`src/logic/rpc_params.svh`:
```
/*
  constants for the range protection checker: register offsets, field
  positions, reset values and sizes. assumes a 32-bit word register port.
*/
`ifndef RPC_PARAMS_SVH
`define RPC_PARAMS_SVH

`define RPC_NUM_RANGES 4
`define RPC_RANGE_IDX_W 2
`define RPC_NUM_IDS 16
`define RPC_ID_W 4
`define RPC_ADDR_W 32
`define RPC_WIDE_ADDR_W 36
`define RPC_REG_ADDR_W 8
`define RPC_DATA_W 32
// register map: per-range block of 16 bytes, start at 0x00
`define RPC_RANGE_BASE 8'h00
`define RPC_RANGE_STRIDE_SHIFT 4
`define RPC_OFS_START 2'h0
`define RPC_OFS_END 2'h1
`define RPC_OFS_ATTR 2'h2
`define RPC_RANGE_LIMIT 8'h40
`define RPC_REG_FAULT_ADDR 8'h80
`define RPC_REG_FAULT_STAT 8'h84
`define RPC_REG_EVENT_ACK 8'h88
`define RPC_REG_ID 8'h8C
// permission attribute fields
`define RPC_ATTR_UX 0
`define RPC_ATTR_UW 1
`define RPC_ATTR_UR 2
`define RPC_ATTR_SX 3
`define RPC_ATTR_SW 4
`define RPC_ATTR_SR 5
`define RPC_ATTR_ID_LSB 10
`define RPC_ATTR_DENY_ALL 32'h03FFFC00
`define RPC_ATTR_RST 32'h00000000
`define RPC_ADDR_RST 32'h00000000
`define RPC_ID_CODE 32'h0000A5C3
`define RPC_ZERO32 32'h00000000

`endif

```
`src/logic/rpc_pkg.sv`:
```
/*
  types shared by the range protection checker.
  assumes rpc_params.svh is on the include path.
*/
`include "rpc_params.svh"

package rpc_pkg;

  // one transfer presented on the slave port
  typedef struct packed {
    logic [`RPC_WIDE_ADDR_W-1:0] addr;
    logic [`RPC_ID_W-1:0] priv_id;
    logic write;
    logic exec;
    logic supervisor;
  } rpc_xfer_type;

  // checker verdict
  typedef struct packed {
    logic allow;
    logic hit_any;
  } rpc_verdict_type;

  typedef enum logic [1:0] {
    RPC_IDLE,
    RPC_FAULT
  } rpc_state_type;

endpackage : rpc_pkg

```
`src/logic/rpc_range_match.sv`:
```
/*
  one protection range: boundary compare and permission lookup.
  assumes the address given is already the low 32-bit part.
*/
`include "rpc_params.svh"

module rpc_range_match
  import rpc_pkg::*;
(
  // range settings
  input wire logic [`RPC_ADDR_W-1:0] start_i,
  input wire logic [`RPC_ADDR_W-1:0] end_i,
  input wire logic [`RPC_DATA_W-1:0] attr_i,
  // transfer
  input wire logic [`RPC_ADDR_W-1:0] addr_i,
  input wire logic [`RPC_ID_W-1:0] priv_id_i,
  input wire logic write_i,
  input wire logic exec_i,
  input wire logic supervisor_i,
  // verdict
  output logic hit_o,
  output logic permit_o
);

  logic in_range;
  logic id_checked;
  logic type_ok;

  // inclusive boundaries
  assign in_range = (addr_i >= start_i) && (addr_i <= end_i);
  // requestor bit selects whether this range checks the id
  assign id_checked = attr_i[`RPC_ATTR_ID_LSB + 32'(priv_id_i)];

  // per-type permission bit; read-only grants block writes
  always_comb begin
    if (supervisor_i) begin
      type_ok = write_i ? attr_i[`RPC_ATTR_SW] :
                exec_i ? attr_i[`RPC_ATTR_SX] : attr_i[`RPC_ATTR_SR];
    end else begin
      type_ok = write_i ? attr_i[`RPC_ATTR_UW] :
                exec_i ? attr_i[`RPC_ATTR_UX] : attr_i[`RPC_ATTR_UR];
    end
  end

  // zero attribute admits all, deny-all attribute refuses all
  assign hit_o = in_range;
  assign permit_o = !in_range || !id_checked || type_ok;

endmodule : rpc_range_match

```
`config.mk`:
```
export PLATFORM = sky130hd
export DESIGN_NAME = rpc_range_match
export DESIGN_NICKNAME = d
export VERILOG_FILES = /design/src/logic/rpc_pkg.sv /design/src/logic/rpc_range_match.sv
export VERILOG_INCLUDE_DIRS = /design/src /design/src/logic
export SDC_FILE = /design/constraint.sdc
export NUM_CORES = 1
export LEC_CHECK = 0
export BUFFER_PORTS_ARGS = -buffer_cell sky130_fd_sc_hd__buf_2
export CAP_MARGIN = 0
export CORE_ASPECT_RATIO = 0.6
export CORE_MARGIN = 1
export CORE_UTILIZATION = 47
export DETAILED_ROUTE_END_ITERATION = 8
export PLACE_DENSITY = 0.94
export SETUP_SLACK_MARGIN = 0.2
export SLEW_MARGIN = 40
export SYNTH_ARGS = -nofsm -noshare
export SYNTH_HDL_FRONTEND = slang
export SYNTH_SLANG_ARGS = --single-unit
```
`constraint.sdc`:
```
create_clock -name vclk -period 7.6
set_input_delay 1.14 -clock vclk [all_inputs]
set_output_delay 1.14 -clock vclk [all_outputs]
set_load 0.005 [all_outputs]
```
==> results.md <==
* Fin crit period at between 4 and 5 ns
* Hold_sp: write_i
* Area growth, synth to finish at 37.6%
* Die Height at about 52 um
* Die width at ~85 um
* Mapped Nets at ~460
* Ant diodes at 0
* Power Internal at slightly above 0.00007 W
* Sequential power share at 0%
* Final HPWL DP at between 5000 and 6000 um
* Largest family of logic cells by synthesized area: adder cells
* Post-Synth XOR/XNOR Area at 0%
* Crit path DAT at ~3.2 ns
* Headroom to the max-slew limit at 63.5%
* CP delay by family, top: compound AO/OA/AOI/OAI gates
* Post-Route WL at 5610 um
* CP peak stage delay at 0.55 ns
* CP max FO at 2
* Sw Share at roughly 47%
* Via count at approximately 2,300
* RSZ-0062 raised after global routing: no
* # hold bufs at CTS at 0
* Vias/cell at ~5.2
* Port Buf Inserts at ~140
* Pwr dens at ~51 mW/mm2
* Worst Path Required at 6.46 ns
* Clock power share at 0%
* Number of synthesis warnings at 0
* Endpoint type of the worst setup path: output port
* Congestion Overflow GR at 0
* Non-Filler Instances at approximately 440
* Share of cells above drive strength 1 at about two fifths
* Routed Antenna Nets at 0
* Combinational power share at 100.0%
* Hold depth at 5
* Largest net degree at the start of global routing at 9
* Final hold violation count at 0
* Initial core utilization at ~51%
* Vias in the first global route at 2,136
* Hold Path Class: in2out
* Avg WL per Cell at between 10 and 15 um
* WS Path Type: in2out
* Row cnt at 17
* First-pass GRT wire length at roughly 9000 um
* Initial DRC count at 60
* Outcome: finished, final reports clean
* Cells after Synth at about 260
* Top Ports at around 140
* Core area at between 0.003 and 0.004 mm2
* Max Cap Violations at 0
* Final setup vio count at 0
* Final net count at just under 600
* Period utilization at 57.1%
* Crit-path slowest cell: or4_4
* Synth top area share at 41.5%
* Antenna violations before repair at 0
* Commonest cells in the netlist: ha_1, inv_1, a21oi_1
* Worst-margin pin slew at between 0.5 and 0.6 ns
* Routability cong. at 0.822
* VDD IR max at roughly 28 uV
* Psw at approximately 0.000065 W
* Synth Area in Compound Gates at between 10% and 20%
* Worst Hold End: permit_o
* Area leader, netlist: ha_1
* Sequential cells at 0
* Syn_area_per_cell at between 7 and 8 um2
* CP Launch Type: input port
* Placed instance area at between 0.002 and 0.003 mm2
* Post-Synth Simple-Gate Area at between 10% and 20%
* Bufs and invs on worst path at 3
* GRT Util Overall at 25.2%
* Final Slew Violations at 0
* Pre-antenna DRT Iters at 4
* Yosys cell types at 36
* Cell area after synthesis at between 0.0015 and 0.002 mm2
* Setup TNS at 0 ns
* Die area at 0.00444 mm2
* Most used cell, CP: buf_2
* Mux cell area share after synthesis at approximately an eighth
* Dpl cells at 438
* F_max at 230 MHz
* Clock Buffer Count at 0
* Quantity of gates resized following cts at 0
* # DRC at 0
* Design Area, Final at 0.00269 mm2
* Post-synthesis adder-cell area fraction at approximately two fifths
* Synth area leaders: ha_1, inv_1, mux4_2, a21oi_1, o21ai_0
* Seq/Total Area, Yosys at 0%
* Cell Chain, Critical Path: buf_2 -> inv_1 -> ha_1 -> and3_1 -> a31oi_1 -> a21oi_1 -> or4_4 -> a2111oi_4 -> a311o_1 -> buf_2
* Setup bufs post-CTS at 0
* Pleak at 1.68 nW
* Storage cell area at 0 um2
## stage by stage
| stage | hold slack, ns | power [W] | util [%] | setup WS (ns) |
|---|---|---|---|---|
| 2_1_floorplan | 2.52 | 0.0000774 | - | 3.53 |
| 3_3_place_gp | 2.79 | 0.000130 | 70.4 | 3.30 |
| 3_5_place_dp | 2.77 | 0.000136 | 70.4 | 3.27 |
| 4_1_cts | 2.78 | 0.000137 | 70.4 | 3.26 |
| 5_1_grt | 2.81 | 0.000157 | 70.4 | 3.11 |
| 6_report | 2.77 | 0.000137 | 70.4 | 3.26 |
## placed cells by master, fill, tap and decap left out, types with 2 or more instances in the layout
| cell | instances |
|---|---|
| nor3_1 | 3 |
| mux4_2 | 9 |
| o21ai_0 | 14 |
| a21o_1 | 4 |
| o21bai_1 | 2 |
| nand2b_1 | 2 |
| a31oi_1 | 3 |
| inv_1 | 65 |
| a211oi_1 | 5 |
| nand4_1 | 8 |
| and4_1 | 2 |
| nor2_1 | 8 |
| ha_1 | 65 |
| nand2_1 | 15 |
| nor2b_1 | 3 |
| nand3_1 | 2 |
| a21oi_1 | 24 |
| o211ai_1 | 2 |
| mux2i_1 | 3 |
| buf_2 | 137 |
## area by class of cell
type,count,area [um2]
multi-input combinational,189,1710
inverter,65,244
fill,329,1130
timing repair buffer,137,686
tap,47,58.8
## how the worst max path moves through the flow
stage / startpoint / to / slack [ns] / depth (start not counted)
after floorplan: start_i[9] / permit_o / 3.53 / 8
after global placement: start_i[6] / permit_o / 3.30 / 10
after detailed placement: start_i[10] / permit_o / 3.27 / 10
after CTS: start_i[6] / permit_o / 3.26 / 10
after global routing: start_i[10] / permit_o / 3.11 / 10
final: start_i[6] / permit_o / 3.26 / 10
## per-layer routing
metal	global-route usage (%)	up-vias	wire length (um)
li1	-	1189	-
met1	35.3	991	2650
met2	44.2	92	2520
met3	2.06	4	411
met4	2.78	0	23
met5	0	-	0
## logic make-up after synthesis
| logic type | count (synthesis) |
|---|---|
| compound gates | 61 |
| buf+inv | 67 |
| fa+ha+maj | 65 |
| mux | 12 |
| simple gates | 51 |
## power groups by stage
stage               sequential [W]  clock (W)  combinational [W]
CTS                              0          0           0.000137
global placement                 0          0           0.000130
finish                           0          0           0.000137
global route                     0          0           0.000157
detailed placement               0          0           0.000136
floorplan                        0          0          0.0000774
Note: power is estimated with default switching activity, not from simulation.
